`src/hdl/gffb_map.svh`:
```
// offsets, field positions, reset values and timing counts of the forced-function block
`ifndef GFFB_MAP_SVH
`define GFFB_MAP_SVH
// ==========================================================
// register offsets (byte addresses)
`define GFFB_DBGCFG_OFS 8'h00
`define GFFB_DBGSTAT_OFS 8'h04
`define GFFB_PACFG_OFS 8'h08
`define GFFB_PCCFG_OFS 8'h0C
`define GFFB_PAOUT_OFS 8'h10
`define GFFB_PCOUT_OFS 8'h14
`define GFFB_CTRL_OFS 8'h18
// ==========================================================
// field positions
`define GFFB_DBGCFG_DEBUGREL 5
`define GFFB_DBGCFG_REGOVR 4
`define GFFB_DBGSTAT_BOOTCAP 3
`define GFFB_DBGSTAT_FORCED 1
`define GFFB_DBGSTAT_DBGACT 0
`define GFFB_CTRL_MONEXIT 0
// ==========================================================
// reset values and mode codes
`define GFFB_CFG_RESET 32'h44444444
`define GFFB_MODE_ANALOG 4'h0
`define GFFB_MODE_IN_FLOAT 4'h4
`define GFFB_MODE_IN_PULL 4'h8
`define GFFB_MODE_OUT_PP 4'h1
`define GFFB_MODE_OUT_OD 4'h5
`define GFFB_MODE_ALT_PP 4'h9
`define GFFB_MODE_ALT_OD 4'hD
// ==========================================================
// timing
`define GFFB_CLK_HZ 100000000
`define GFFB_STARTUP_CYCLES 512
`define GFFB_RESAMPLE_MS 3
`define GFFB_RESAMPLE_CYCLES ((`GFFB_RESAMPLE_MS * `GFFB_CLK_HZ) / 1000)
`endif

```
`src/hdl/gffb_pkg.sv`:
```
// types shared by the forced-function block
package gffb_pkg;
   // boot sequencer states
   typedef enum logic [2:0] {
      GFFB_ST_STARTUP,
      GFFB_ST_SAMPLE,
      GFFB_ST_MONITOR,
      GFFB_ST_NORMAL,
      GFFB_ST_BOOT_MON
   } gffb_boot_t;
endpackage

```
`src/hdl/gffb_pad_mux.sv`:
```
// one pad: configured mode decode with forced override
`timescale 1ns/1ps
`default_nettype none
`include "gffb_map.svh"
module gffb_pad_mux (
   input wire logic [3:0] i_mode,   // configured mode field
   input wire logic i_out_bit,      // output data register bit
   input wire logic i_alt_out,      // peripheral alternate output
   input wire logic i_force,        // override active
   input wire logic i_f_oe,         // forced drive enable
   input wire logic i_f_out,        // forced output level
   input wire logic i_f_pu,         // forced pull-up
   input wire logic i_f_pd,         // forced pull-down
   output logic o_oe,               // pad driven
   output logic o_out,              // pad output level
   output logic o_pu,               // pull-up enable
   output logic o_pd                // pull-down enable
);
   logic c_oe;
   logic c_out;
   logic c_pu;
   logic c_pd;
   // decode of the configured mode; open-drain drives only a low
   always_comb begin
      c_oe = 1'b0;
      c_out = 1'b0;
      c_pu = 1'b0;
      c_pd = 1'b0;
      case (i_mode)
         `GFFB_MODE_IN_PULL: begin
            c_pu = i_out_bit;
            c_pd = ~i_out_bit;
         end
         `GFFB_MODE_OUT_PP: begin
            c_oe = 1'b1;
            c_out = i_out_bit;
         end
         `GFFB_MODE_OUT_OD: begin
            c_oe = ~i_out_bit;
         end
         `GFFB_MODE_ALT_PP: begin
            c_oe = 1'b1;
            c_out = i_alt_out;
         end
         `GFFB_MODE_ALT_OD: begin
            c_oe = ~i_alt_out;
         end
         default: begin
            c_oe = 1'b0;
         end
      endcase
   end
   // forced function wins over the configured mode
   assign o_oe = i_force ? i_f_oe : c_oe;
   assign o_out = i_force ? i_f_out : c_out;
   assign o_pu = i_force ? i_f_pu : c_pu;
   assign o_pd = i_force ? i_f_pd : c_pd;
endmodule
`default_nettype wire

```
`src/hdl/gffb_wb_regs.sv`:
```
// classic wishbone slave holding configuration and status registers
`timescale 1ns/1ps
`default_nettype none
`include "gffb_map.svh"
module gffb_wb_regs (
   input wire logic i_ref_clk,         // clock
   input wire logic i_rst,             // async reset, high
   input wire logic i_cyc,             // wishbone cycle
   input wire logic i_stb,             // wishbone strobe
   input wire logic i_we,              // wishbone write
   input wire logic [7:0] i_adr,       // byte address
   input wire logic [3:0] i_sel,       // byte selects
   input wire logic [31:0] i_dat,      // write data
   input wire logic i_dbg_active,      // debug power-up request
   input wire logic i_forced,          // debug forced flag
   input wire logic i_boot_cap,        // captured boot-select level
   output logic [31:0] o_dat,          // read data
   output logic o_ack,                 // acknowledge
   output logic o_err,                 // unmapped address
   output logic o_reg_ovr,             // regulator override bit
   output logic o_dbg_rel,             // debug release bit
   output logic [31:0] o_pa_cfg,       // port a mode fields
   output logic [31:0] o_pc_cfg,       // port c mode fields
   output logic [7:0] o_pa_out,        // port a output data
   output logic [7:0] o_pc_out,        // port c output data
   output logic o_mon_exit_pulse       // software leaves the monitor
);
   logic req;
   logic wr;
   logic hit;
   logic [31:0] rd;
   logic [31:0] wmask;
   genvar g;
   assign req = i_cyc & i_stb & ~o_ack & ~o_err;
   assign wr = req & i_we & hit;
   // byte lane mask from selects
   generate
      for (g = 0; g < 4; g = g + 1) begin : g_mask
         assign wmask[8*g+7:8*g] = {8{i_sel[g]}};
      end
   endgenerate
   // merge masked write data into an old value
   function automatic logic [31:0] merge(input logic [31:0] old, input logic [31:0] nw, input logic [31:0] m);
      merge = (old & ~m) | (nw & m);
   endfunction
   // address decode and read mux
   always_comb begin
      hit = 1'b1;
      rd = 32'h00000000;
      case (i_adr)
         `GFFB_DBGCFG_OFS: begin
            rd[`GFFB_DBGCFG_DEBUGREL] = o_dbg_rel;
            rd[`GFFB_DBGCFG_REGOVR] = o_reg_ovr;
         end
         `GFFB_DBGSTAT_OFS: begin
            rd[`GFFB_DBGSTAT_BOOTCAP] = i_boot_cap;
            rd[`GFFB_DBGSTAT_FORCED] = i_forced;
            rd[`GFFB_DBGSTAT_DBGACT] = i_dbg_active;
         end
         `GFFB_PACFG_OFS: rd = o_pa_cfg;
         `GFFB_PCCFG_OFS: rd = o_pc_cfg;
         `GFFB_PAOUT_OFS: rd = {24'h000000, o_pa_out};
         `GFFB_PCOUT_OFS: rd = {24'h000000, o_pc_out};
         `GFFB_CTRL_OFS: rd = 32'h00000000;
         default: hit = 1'b0;
      endcase
   end
   // answer one cycle after the request, then drop
   always_ff @(posedge i_ref_clk or posedge i_rst) begin
      if (i_rst) begin
         o_ack <= 1'b0;
         o_err <= 1'b0;
         o_dat <= 32'h00000000;
      end else begin
         o_ack <= req & hit;
         o_err <= req & ~hit;
         o_dat <= (req & hit & ~i_we) ? rd : 32'h00000000;
      end
   end
   // debug configuration bits
   always_ff @(posedge i_ref_clk or posedge i_rst) begin
      if (i_rst) begin
         o_reg_ovr <= 1'b1;
         o_dbg_rel <= 1'b0;
      end else if (wr && i_adr == `GFFB_DBGCFG_OFS && i_sel[0]) begin
         o_reg_ovr <= i_dat[`GFFB_DBGCFG_REGOVR];
         // a set is refused while the debug port is powered
         if (!(i_dat[`GFFB_DBGCFG_DEBUGREL] && i_dbg_active)) begin
            o_dbg_rel <= i_dat[`GFFB_DBGCFG_DEBUGREL];
         end
      end
   end
   // mode fields reset to floating input
   always_ff @(posedge i_ref_clk or posedge i_rst) begin
      if (i_rst) begin
         o_pa_cfg <= `GFFB_CFG_RESET;
         o_pc_cfg <= `GFFB_CFG_RESET;
      end else if (wr && i_adr == `GFFB_PACFG_OFS) begin
         o_pa_cfg <= merge(o_pa_cfg, i_dat, wmask);
      end else if (wr && i_adr == `GFFB_PCCFG_OFS) begin
         o_pc_cfg <= merge(o_pc_cfg, i_dat, wmask);
      end
   end
   // output data registers
   always_ff @(posedge i_ref_clk or posedge i_rst) begin
      if (i_rst) begin
         o_pa_out <= 8'h00;
         o_pc_out <= 8'h00;
      end else if (wr && i_adr == `GFFB_PAOUT_OFS && i_sel[0]) begin
         o_pa_out <= i_dat[7:0];
      end else if (wr && i_adr == `GFFB_PCOUT_OFS && i_sel[0]) begin
         o_pc_out <= i_dat[7:0];
      end
   end
   // monitor exit strobe
   always_ff @(posedge i_ref_clk or posedge i_rst) begin
      if (i_rst) begin
         o_mon_exit_pulse <= 1'b0;
      end else begin
         o_mon_exit_pulse <= wr && i_adr == `GFFB_CTRL_OFS && i_sel[0] && i_dat[`GFFB_CTRL_MONEXIT];
      end
   end
endmodule
`default_nettype wire

```
`src/hdl/gffb_top.sv`:
```
// forced pin functions, debug pin release and boot-select sampling
// Function
// - forced functions apply from reset over mode fields until software releases them; the boot sequencer releases port a pin 5 after sampling.
// - regulator override set drives port a pin 7 open-drain with regulator enable.
// - clearing regulator override returns port a pin 7 to its mode field.
// - after reset debug pins are jtag: pin0 reset in, pin2 data out, pin3 in.
// - serial-wire mode makes port c pin 4 a debugger-controlled bidirectional data pin.
// - jtag mode makes port c pin 4 mode-select input with pull-up, tool chooses.
// - only the external tool switches jtag versus serial-wire; software cannot.
// - debug release set makes port c pins 0,2,3,4 ordinary mode-controlled pins.
// - setting debug release is ignored while the debug interface is active.
// - debug activated during reset restores debug pins and sets debug forced flag.
// - debug active means the tool drove the debug power-up request high.
// - power-on, reset pin, watchdog and system reset request are all full resets.
// - full reset sets every pin mode field to floating input.
// - full reset sets the regulator override bit.
// - full reset clears the debug release bit.
// - boot select acts only after reset pin or always-on power-on reset; the code also arms it after i_rst.
// - during reset and 512 startup cycles port a pin 5 is input with pull-up.
// - at startup end sample boot select: high normal boot, low serial monitor.
// - in monitor resample 3 ms later; still low stays, else normal program.
// - after sampling port a pin 5 returns to floating input control.
// - sampled boot-select level is latched into a readable capture bit.
// - floating input mode is field value 0x4, no output, no pulls.
//
// Register access over Wishbone and the register addresses were chosen for this implementation.
`timescale 1ns/1ps
`default_nettype none
`include "gffb_map.svh"
module gffb_top #(
   parameter int RESAMPLE_CYCLES = `GFFB_RESAMPLE_CYCLES
) (
   input wire logic i_ref_clk,            // 100 MHz clock
   input wire logic i_rst,                // async reset, high
   input wire logic i_por_lv,             // core power-on reset
   input wire logic i_always_on_power_on_reset,             // always-on power-on reset
   input wire logic i_ext_rst_pin,        // external reset pin asserted
   input wire logic i_wdog_rst,           // watchdog expiry
   input wire logic i_sys_rst_req,        // system reset request
   input wire logic i_wb_cyc,             // wishbone cycle
   input wire logic i_wb_stb,             // wishbone strobe
   input wire logic i_wb_we,              // wishbone write
   input wire logic [7:0] i_wb_adr,       // wishbone byte address
   input wire logic [3:0] i_wb_sel,       // wishbone byte selects
   input wire logic [31:0] i_wb_dat,      // wishbone write data
   output logic [31:0] o_wb_dat,          // wishbone read data
   output logic o_wb_ack,                 // wishbone ack
   output logic o_wb_err,                 // wishbone error
   input wire logic i_dbg_pwrup_req,      // debug power-up request from tool
   input wire logic i_dbg_swd_mode,       // tool selected serial-wire mode
   input wire logic i_swdio_oe,           // debugger drives data pin
   input wire logic i_swdio_out,          // debugger data out
   input wire logic i_tdo,                // test data output from tap
   input wire logic i_reg_en,             // regulator enable signal
   input wire logic [7:0] i_pa_alt,       // port a peripheral outputs
   input wire logic [7:0] i_pc_alt,       // port c peripheral outputs
   input wire logic [7:0] i_pa_pin,       // port a pad levels
   input wire logic [7:0] i_pc_pin,       // port c pad levels
   output logic [7:0] o_pa_oe,            // port a drive enables
   output logic [7:0] o_pa_out,           // port a output levels
   output logic [7:0] o_pa_pu,            // port a pull-ups
   output logic [7:0] o_pa_pd,            // port a pull-downs
   output logic [7:0] o_pc_oe,            // port c drive enables
   output logic [7:0] o_pc_out,           // port c output levels
   output logic [7:0] o_pc_pu,            // port c pull-ups
   output logic [7:0] o_pc_pd,            // port c pull-downs
   output logic o_boot_monitor,           // running the serial monitor
   output logic o_boot_done,              // boot decision made
   output logic o_dbg_forced              // debug forced flag
);
   // ==========================================================
   // reset sources
   logic full_rst;
   logic bootsel_rst;
   assign full_rst = i_rst | i_por_lv | i_always_on_power_on_reset | i_ext_rst_pin | i_wdog_rst | i_sys_rst_req;
   assign bootsel_rst = i_ext_rst_pin | i_always_on_power_on_reset;
   // ==========================================================
   // register file
   logic reg_ovr;
   logic dbg_rel;
   logic [31:0] pa_cfg;
   logic [31:0] pc_cfg;
   logic [7:0] pa_obit;
   logic [7:0] pc_obit;
   logic mon_exit;
   logic boot_cap_reg;
   logic dbg_active;
   assign dbg_active = i_dbg_pwrup_req;
   gffb_wb_regs u_regs (
      .i_ref_clk(i_ref_clk),
      .i_rst(full_rst),
      .i_cyc(i_wb_cyc),
      .i_stb(i_wb_stb),
      .i_we(i_wb_we),
      .i_adr(i_wb_adr),
      .i_sel(i_wb_sel),
      .i_dat(i_wb_dat),
      .i_dbg_active(dbg_active),
      .i_forced(o_dbg_forced),
      .i_boot_cap(boot_cap_reg),
      .o_dat(o_wb_dat),
      .o_ack(o_wb_ack),
      .o_err(o_wb_err),
      .o_reg_ovr(reg_ovr),
      .o_dbg_rel(dbg_rel),
      .o_pa_cfg(pa_cfg),
      .o_pc_cfg(pc_cfg),
      .o_pa_out(pa_obit),
      .o_pc_out(pc_obit),
      .o_mon_exit_pulse(mon_exit)
   );
   // ==========================================================
   // debug forced flag: debugger powered up while chip held in reset
   logic rst_seen_dbg;
   always_ff @(posedge i_ref_clk or posedge i_rst) begin
      if (i_rst) begin
         rst_seen_dbg <= 1'b0;
      end else if (full_rst) begin
         rst_seen_dbg <= dbg_active;
      end else begin
         rst_seen_dbg <= 1'b0;
      end
   end
   // latched until a reset taken with the debug power-up request low; debugger-forced reclaim overrides release
   always_ff @(posedge i_ref_clk or posedge i_rst) begin
      if (i_rst) begin
         o_dbg_forced <= 1'b0;
      end else if (rst_seen_dbg && !full_rst) begin
         o_dbg_forced <= 1'b1;
      end else if (full_rst && !dbg_active) begin
         o_dbg_forced <= 1'b0;
      end
   end
   // ==========================================================
   // boot-select sequencer
   gffb_pkg::gffb_boot_t boot_state;
   logic [9:0] start_cnt;
   logic [31:0] res_cnt;
   logic boot_armed;
   // remember whether the last reset was one that honours boot select
   always_ff @(posedge i_ref_clk or posedge i_rst) begin
      if (i_rst) begin
         boot_armed <= 1'b1;
      end else if (full_rst) begin
         boot_armed <= bootsel_rst;
      end
   end
   always_ff @(posedge i_ref_clk or posedge i_rst) begin
      if (i_rst) begin
         boot_state <= gffb_pkg::GFFB_ST_STARTUP;
         start_cnt <= 10'h000;
         res_cnt <= 32'h00000000;
         boot_cap_reg <= 1'b1;
      end else if (full_rst) begin
         boot_state <= gffb_pkg::GFFB_ST_STARTUP;
         start_cnt <= 10'h000;
         res_cnt <= 32'h00000000;
      end else begin
         case (boot_state)
            gffb_pkg::GFFB_ST_STARTUP: begin
               if (start_cnt == 10'(`GFFB_STARTUP_CYCLES - 1)) begin
                  boot_state <= gffb_pkg::GFFB_ST_SAMPLE;
               end else begin
                  start_cnt <= start_cnt + 10'h001;
               end
            end
            gffb_pkg::GFFB_ST_SAMPLE: begin
               if (boot_armed) begin
                  boot_cap_reg <= i_pa_pin[5];
                  boot_state <= i_pa_pin[5] ? gffb_pkg::GFFB_ST_NORMAL : gffb_pkg::GFFB_ST_MONITOR;
               end else begin
                  boot_state <= gffb_pkg::GFFB_ST_NORMAL;
               end
            end
            gffb_pkg::GFFB_ST_MONITOR: begin
               if (mon_exit) begin
                  boot_state <= gffb_pkg::GFFB_ST_NORMAL;
               end else if (res_cnt == 32'(RESAMPLE_CYCLES - 1)) begin
                  boot_state <= i_pa_pin[5] ? gffb_pkg::GFFB_ST_NORMAL : gffb_pkg::GFFB_ST_BOOT_MON;
               end else begin
                  res_cnt <= res_cnt + 32'h00000001;
               end
            end
            gffb_pkg::GFFB_ST_NORMAL: begin
               boot_state <= gffb_pkg::GFFB_ST_NORMAL;
            end
            gffb_pkg::GFFB_ST_BOOT_MON: begin
               if (mon_exit) begin
                  boot_state <= gffb_pkg::GFFB_ST_NORMAL;
               end
            end
            default: begin
               boot_state <= gffb_pkg::GFFB_ST_STARTUP;
            end
         endcase
      end
   end
   assign o_boot_monitor = (boot_state == gffb_pkg::GFFB_ST_MONITOR) || (boot_state == gffb_pkg::GFFB_ST_BOOT_MON);
   assign o_boot_done = (boot_state == gffb_pkg::GFFB_ST_NORMAL) || (boot_state == gffb_pkg::GFFB_ST_BOOT_MON);
   // ==========================================================
   // forced function selection per pin
   logic boot_hold;
   logic dbg_force;
   logic [7:0] pa_force;
   logic [7:0] pc_force;
   logic [7:0] pa_foe;
   logic [7:0] pa_fout;
   logic [7:0] pa_fpu;
   logic [7:0] pc_foe;
   logic [7:0] pc_fout;
   logic [7:0] pc_fpu;
   // pull-up hold on the boot pin until sampled, then floating input mode applies
   assign boot_hold = full_rst || (boot_state == gffb_pkg::GFFB_ST_STARTUP) || (boot_state == gffb_pkg::GFFB_ST_SAMPLE);
   // debug pins forced unless released, forced-reclaim beats release
   assign dbg_force = ~dbg_rel | o_dbg_forced | full_rst;
   always_comb begin
      pa_force = 8'h00;
      pa_foe = 8'h00;
      pa_fout = 8'h00;
      pa_fpu = 8'h00;
      pc_force = 8'h00;
      pc_foe = 8'h00;
      pc_fout = 8'h00;
      pc_fpu = 8'h00;
      // regulator enable, open-drain: drive only a low
      pa_force[7] = reg_ovr | full_rst;
      pa_foe[7] = ~i_reg_en;
      pa_force[5] = boot_hold;
      pa_fpu[5] = 1'b1;
      // jtag pins
      pc_force[0] = dbg_force;
      pc_fpu[0] = 1'b1;
      pc_force[2] = dbg_force;
      pc_foe[2] = 1'b1;
      pc_fout[2] = i_tdo;
      pc_force[3] = dbg_force;
      pc_fpu[3] = 1'b1;
      // mode of pin 4 comes from the tool only, no software bit
      pc_force[4] = dbg_force;
      if (i_dbg_swd_mode) begin
         pc_foe[4] = i_swdio_oe;
         pc_fout[4] = i_swdio_out;
      end else begin
         pc_fpu[4] = 1'b1;
      end
   end
   // ==========================================================
   // pad multiplexers
   genvar p;
   generate
      for (p = 0; p < 8; p = p + 1) begin : g_pad
         gffb_pad_mux u_pa (
            .i_mode(pa_cfg[4*p+3:4*p]),
            .i_out_bit(pa_obit[p]),
            .i_alt_out(i_pa_alt[p]),
            .i_force(pa_force[p]),
            .i_f_oe(pa_foe[p]),
            .i_f_out(pa_fout[p]),
            .i_f_pu(pa_fpu[p]),
            .i_f_pd(1'b0),
            .o_oe(o_pa_oe[p]),
            .o_out(o_pa_out[p]),
            .o_pu(o_pa_pu[p]),
            .o_pd(o_pa_pd[p])
         );
         gffb_pad_mux u_pc (
            .i_mode(pc_cfg[4*p+3:4*p]),
            .i_out_bit(pc_obit[p]),
            .i_alt_out(i_pc_alt[p]),
            .i_force(pc_force[p]),
            .i_f_oe(pc_foe[p]),
            .i_f_out(pc_fout[p]),
            .i_f_pu(pc_fpu[p]),
            .i_f_pd(1'b0),
            .o_oe(o_pc_oe[p]),
            .o_out(o_pc_out[p]),
            .o_pu(o_pc_pu[p]),
            .o_pd(o_pc_pd[p])
         );
      end
   endgenerate
endmodule
`default_nettype wire

```
`config.mk`:
```
export PLATFORM = sky130hd
export DESIGN_NAME = gffb_top
export DESIGN_NICKNAME = d
export VERILOG_FILES = /design/src/hdl/gffb_pkg.sv /design/src/hdl/gffb_pad_mux.sv /design/src/hdl/gffb_wb_regs.sv /design/src/hdl/gffb_top.sv
export VERILOG_INCLUDE_DIRS = /design/src /design/src/hdl
export SDC_FILE = /design/constraint.sdc
export NUM_CORES = 1
export LEC_CHECK = 0
export ABC_AREA = 1
export BUFFER_PORTS_ARGS = -buffer_cell sky130_fd_sc_hd__clkbuf_2
export CAP_MARGIN = 0
export CORE_MARGIN = 5
export CORE_UTILIZATION = 50
export DETAILED_ROUTE_END_ITERATION = 6
export GPL_TIMING_DRIVEN = 0
export PLACE_DENSITY = 0.74
export SLEW_MARGIN = 0
export SYNTH_ARGS = -nofsm -noshare
export SYNTH_HDL_FRONTEND = slang
export SYNTH_SLANG_ARGS = --single-unit
```
`constraint.sdc`:
```
create_clock -name i_ref_clk -period 9.9 [get_ports i_ref_clk]
set_clock_uncertainty 0.1 [all_clocks]
set_input_delay 1.485 -clock i_ref_clk [delete_from_list [all_inputs] [get_ports i_ref_clk]]
set_output_delay 1.485 -clock i_ref_clk [all_outputs]
set_load 0.05 [all_outputs]
```
Yosys cells after proc, flatten, opt, wreduce, memory -nomap -nowiden
Cells that the tools add are included. W data, S select, Z words.

Add/sub/neg operators: 2. Multiply operators: 0. Divide/modulo/power cells: 0. Order comparisons: 0. Equal/unequal tests: 98. Shifts and indexed selects: 0. Multiplexer cells: 117. Bitwise logic cells: 65. Reductions and logical operators: 49.

Operators by type and width (number): $eq A4 B4 Y1 const B (48); $mux W32 (5); $pmux W26 S4 (1); $and A32 B32 Y32 (3); $mux W1 (65); $eq A4 B1 Y1 const B (16); $eq A4 B3 Y1 const B (16); $or A32 B32 Y32 (2); $pmux W1 S3 (16); $not A1 Y1 (42); $add A32 B1 Y32 const B (1); $eq A32 B19 Y1 const B (1); $not A32 Y32 (1); $pmux W1 S2 (16); $reduce_or A2 Y1 (16); $mux W10 (3); $eq A8 B5 Y1 const B (3); $pmux W2 S5 (2); $mux W3 (6); $eq A8 B4 Y1 const B (2); $pmux W3 S5 (1); $logic_and A1 B1 Y1 (14); $add A10 B1 Y10 const B (1); $eq A10 B9 Y1 const B (1); 20 further kinds (49).

Register bits after elaboration: 166. Bits in latches: 0. Memory bits (writable): 0. Memory bits (read-only): 0. Bits of input ports: 92. Output and inout bits: 101. Logic and storage cells: 348. Memories kept: 0.

Depth between registers and ports, before layout
Depth after elaboration: 9. Mapped depth: 12. Depth with buffers taken out: 12.

Modules after synthesis
Synthesis repeated with hierarchy kept, for this count alone.

Cells, all modules: 1530. Area total of the unflattened synthesis: 10364.9 sq um.

Modules (own cells, without submodules): gffb_wb_regs (times used 1, cells an instance 564, area an instance 4998.5 sq um, sequential area each 2949.1 sq um); gffb_top (times used 1, cells an instance 486, area an instance 3344.5 sq um, sequential area each 1228.7 sq um); gffb_pad_mux (times used 16, cells an instance 30, area an instance 126.4 sq um, sequential area each 0.0 sq um).

Worst setup path after synthesis
OpenSTA, ideal clock, no wires.

Kind: input-to-reg. From: input port i_always_on_power_on_reset. To: register res_cnt[1]. Setup time: 0.083 ns. Data arrival time: 5.992 ns. Data required time: 9.717 ns. Setup slack: 3.726 ns. Cell stages on the path: 7. Buffers on the path: 2. Cells stage by stage: nor2_1 nand4_1 inv_1 clkbuf_1 buf_1 nand3_1 nand2_1.

Word-level cells in the longest chain between the ends: 6. Elaborated cells on any way between the ends: 9. Classes of those cells: eq/ne: 2; mux: 1; bitwise: 4; reduce/logical: 2.

RTL lines: from (decl) (line gffb_top.sv:36) `input wire logic i_always_on_power_on_reset,`; $or A1 B1 Y1 (*) (4 in a row) (line gffb_top.sv:75) `assign full_rst = i_rst | i_por_lv | i_always_on_power_on_reset | i_ext_rst_pin | i_wdog_rst | i_sys_rst_req;`; $ne A2 B2 Y1 (no line) / $reduce_bool A2 Y1 (equally long branches); $reduce_and A3 Y1 (no line); to (signal assigned) (line gffb_top.sv:181) `res_cnt <= res_cnt + 32'h00000001;`; to (decl) (line gffb_top.sv:138) `logic [31:0] res_cnt;`.

Every way passes the cells marked *; elsewhere a longest branch is shown, timed or not. A chain may end at the register's enable or synchronous reset.

Worst setup path after layout
From: input port i_always_on_power_on_reset. To: output port o_pc_oe[0].

Word-level cells in the longest chain between the ends: 6.

RTL lines: $or A1 B1 Y1 (4 in a row) (line gffb_top.sv:75); $or A1 B1 Y1 (line gffb_top.sv:215) `assign dbg_force = ~dbg_rel | o_dbg_forced | full_rst;`; $mux W1 (line gffb_pad_mux.sv:54) `assign o_oe = i_force ? i_f_oe : c_oe;`; to (decl) (line gffb_top.sv:63) `output logic [7:0] o_pc_oe,`.

No other way between the ends.

==> impl_metrics.toml <==
[run_status]
outcome = "complete, no violations"

[clock_network]
cts_tree = "built"
cts_resized = 0
cts_made_buffers = 17
post_cts.repair.setup_buffers = 0
clock-root-buffer = "clkbuf_16"
cts_buffer_depth = 2
htreeDepth = 4
holdBufCountCts = 0
path_clk_slew_ns = 0.07
clock_sinks = 166
clock_latency_ns = 0.44

[timing]
timing.setup.tns_ns = 0
tightest_slew_ns = 0.845
fin_crit_sh_pct = 56.6
relSlewSlack_pct = 43.2
worst_slack_ns = 4.30
rsz0062_at_grt = "no"
hold_viol = 0
finalSetupViolCount = 0
min_period_ns = 5.60
clock.fmax_mhz = 179
maxSlewViolCount = 0

[global_route]
antenna_found_initial = 0
overflow = 0
grt_max_degree = 41
grt_pass1_vias = 8257
track_usage_pct = 25.3
grt_pass1_wl_um = 41200

[job]
drv_cap = 0

[worst_setup_path]
crit_type = "input pin to primary output"
cp.arrival_ns = 4.02
critical_path.endpoint_type = "primary output"
crit_start = "i_always_on_power_on_reset"
crit_fanout = 9
worstReg2RegStart = "res_cnt[0]"
crit_required_ns = 8.32
start_kind = "input pin"

[final_layout]
final_layout_size_suffix_gt1_share_pct = 24.2
diodes = 0
areaGrowthSynthToFinish_pct = 20.6
layout.nets = 1465
fill_cells = 1600

[worst_hold_path]
min_from = "rst_seen_dbg"
hp-class = "flip-flop to flip-flop"

[floorplanning]
pin_count = 193
row_count = 49
die_y_um = 145
die_area_um2 = 20900
start_util_pct = 50.7
die_w_um = 145
core-area_um2 = 17900

[placed_design]
hpwl_um = 19500
pre_cts_ws_ns = 4.38
io_buffers = 177
gp_congestion = 0.931

[power_and_ir_drop]
p_sw_share_pct = 23.0
power.leakage_nw = 5.59
p_seq_share_pct = 47.5
internal_power_w = 0.00110
power_frac_clock_pct = 48.8
powerDensity_nw_per_um2 = 131
p_sw_w = 0.000329
power_frac_comb_pct = 3.7
peakVddDrop_uv = 120

[routing]
finalWirelength_um = 25900
dr.pass1.iters = 7
drt-initial-drc-count = 605
ant_nets = 0
wl_met3_um = 1730
drc = 0
wl_met1_um = 10800
via_per_inst = 5.29
highest_layer = "met4"
vias = 8531
wire_per_inst_um = 16.0
wl_met2_um = 12500

[synth]
syn-cell-area_um2 = 9070
ys_ff_latch = 166
ys_seq_area_share_pct = 46.0
postSynthNetCount = 1265
ys_types = 36
syn_avg_cell_area_um2 = 7.75
yosys_warnings = 0
synthCells = 1171
placed cells by master, fill, tap and decap left out, types with 10 or more instances in the layout:
cell type	Yosys	routed
clkbuf_1	9	10
nor3_1	25	25
nand3_1	42	42
o22ai_1	44	44
nand4_1	30	30
nor2_1	143	143
nor4_1	10	10
a21oi_1	16	16
inv_1	184	183
o21ai_0	122	122
dfstp_2	19	19
nand2_1	222	222
xor2_1	15	15
buf_2	11	12
nor2_4	10	10
clkbuf_2	0	177
buf_4	68	68
dfrtp_1	147	147
clkbuf_16	0	17
routing by layer:
layer  up-vias  global-route usage, %
li1       4121                      -
met1      4007                   33.5
met2       339                   41.6
met3        64                   5.00
met4         0                   9.18
met5         -                      0
metrics by stage:
stage                     area (µm²)  hold slack, ns  cells  power, W  util (%)
after global placement         10200           0.366   1577  0.000743      57.2
final                          10900           0.388   1613   0.00143      61.1
after detailed placement       10300           0.378   1581  0.000745      57.7
after floorplan                 9070           0.342   1171  0.000716         -
after CTS                      10900           0.393   1613   0.00144      61.1
after global routing           10900           0.446   1613   0.00148      61.1
power groups by stage:
stage | Clock, W | Combinational, W | Sequential (W)
global route | 0.000740 | 0.0000579 | 0.000680
global placement | 0 | 0.0000504 | 0.000693
finish | 0.000698 | 0.0000527 | 0.000680
CTS | 0.000709 | 0.0000528 | 0.000680
detailed placement | 0 | 0.0000524 | 0.000693
floorplan | 0 | 0.0000222 | 0.000694
worst max-delay path: stages:
cell	delay, ns
clkbuf_2	0.08
nor2_1	0.23
nand4_1	0.20
nor3_1	0.69
clkinv_1	0.51
a211oi_1	0.37
buf_4	0.17
clkbuf_2	0.26
cells in the mapped netlist (all sizes together):
cell type / count / share of area [%]
nand2: 222 / 9.2
inv: 184 / 7.6
nor2: 160 / 7.6
dfrtp: 147 / 41
o21ai: 130 / 7.2
buf: 81 / 6.3
nand3: 47 / 3.2
o22ai: 44 / 3.0
nand4: 30 / 2.1
nor3: 25 / 1.4
dfstp: 19 / 5.5
a21oi: 16 / 0.88
xor2: 15 / 1.4
nor4: 10 / 0.69
clkbuf: 9 / 0.37
o211a: 8 / 0.88
a211oi: 4 / 0.33
and3: 3 / 0.21
a31oi: 2 / 0.21
clkinv: 2 / 0.083
ha: 2 / 0.28
mux2i: 2 / 0.22
nor3b: 2 / 0.17
o211ai: 2 / 0.17
o31ai: 2 / 0.17
nand3b: 1 / 0.083
o21bai: 1 / 0.083
o221ai: 1 / 0.097
logic make-up after synthesis:
logic type	share of synthesized area (%)
flops	46.0
xor+xnor	1.45
fa+ha+maj	0.276
compound gates	13.0
simple gates	24.6
mux	0.221
buf+inv	14.4
area by class of cell:
class                      instances  area [µm²]  share of cell area [%]
buffer                            90         608                    5.56
tap                              229         287                    2.62
timing repair buffer             181         966                    8.83
inverter                         186         698                    6.38
sequential                       166        4180                    38.2
clock inverter                    14         186                    1.70
clock buffer                      18         429                    3.92
multi-input combinational        729        3590                    32.8
worst paths after layout:
path / endpoint / slack (ns) / cells after the start
max reg2reg: res_cnt[25] / 7.56 / 11
max in group asynchronous: asynchronous set/reset pin / 6.88 / 7
min reg2reg: o_dbg_forced / 0.39 / 2
min: o_dbg_forced / 0.39 / 2
max: o_pc_oe[0] / 4.30 / 8
min in group asynchronous: boot_state[1] / 0.97 / 2
Power figures use the tool's default switching activity.
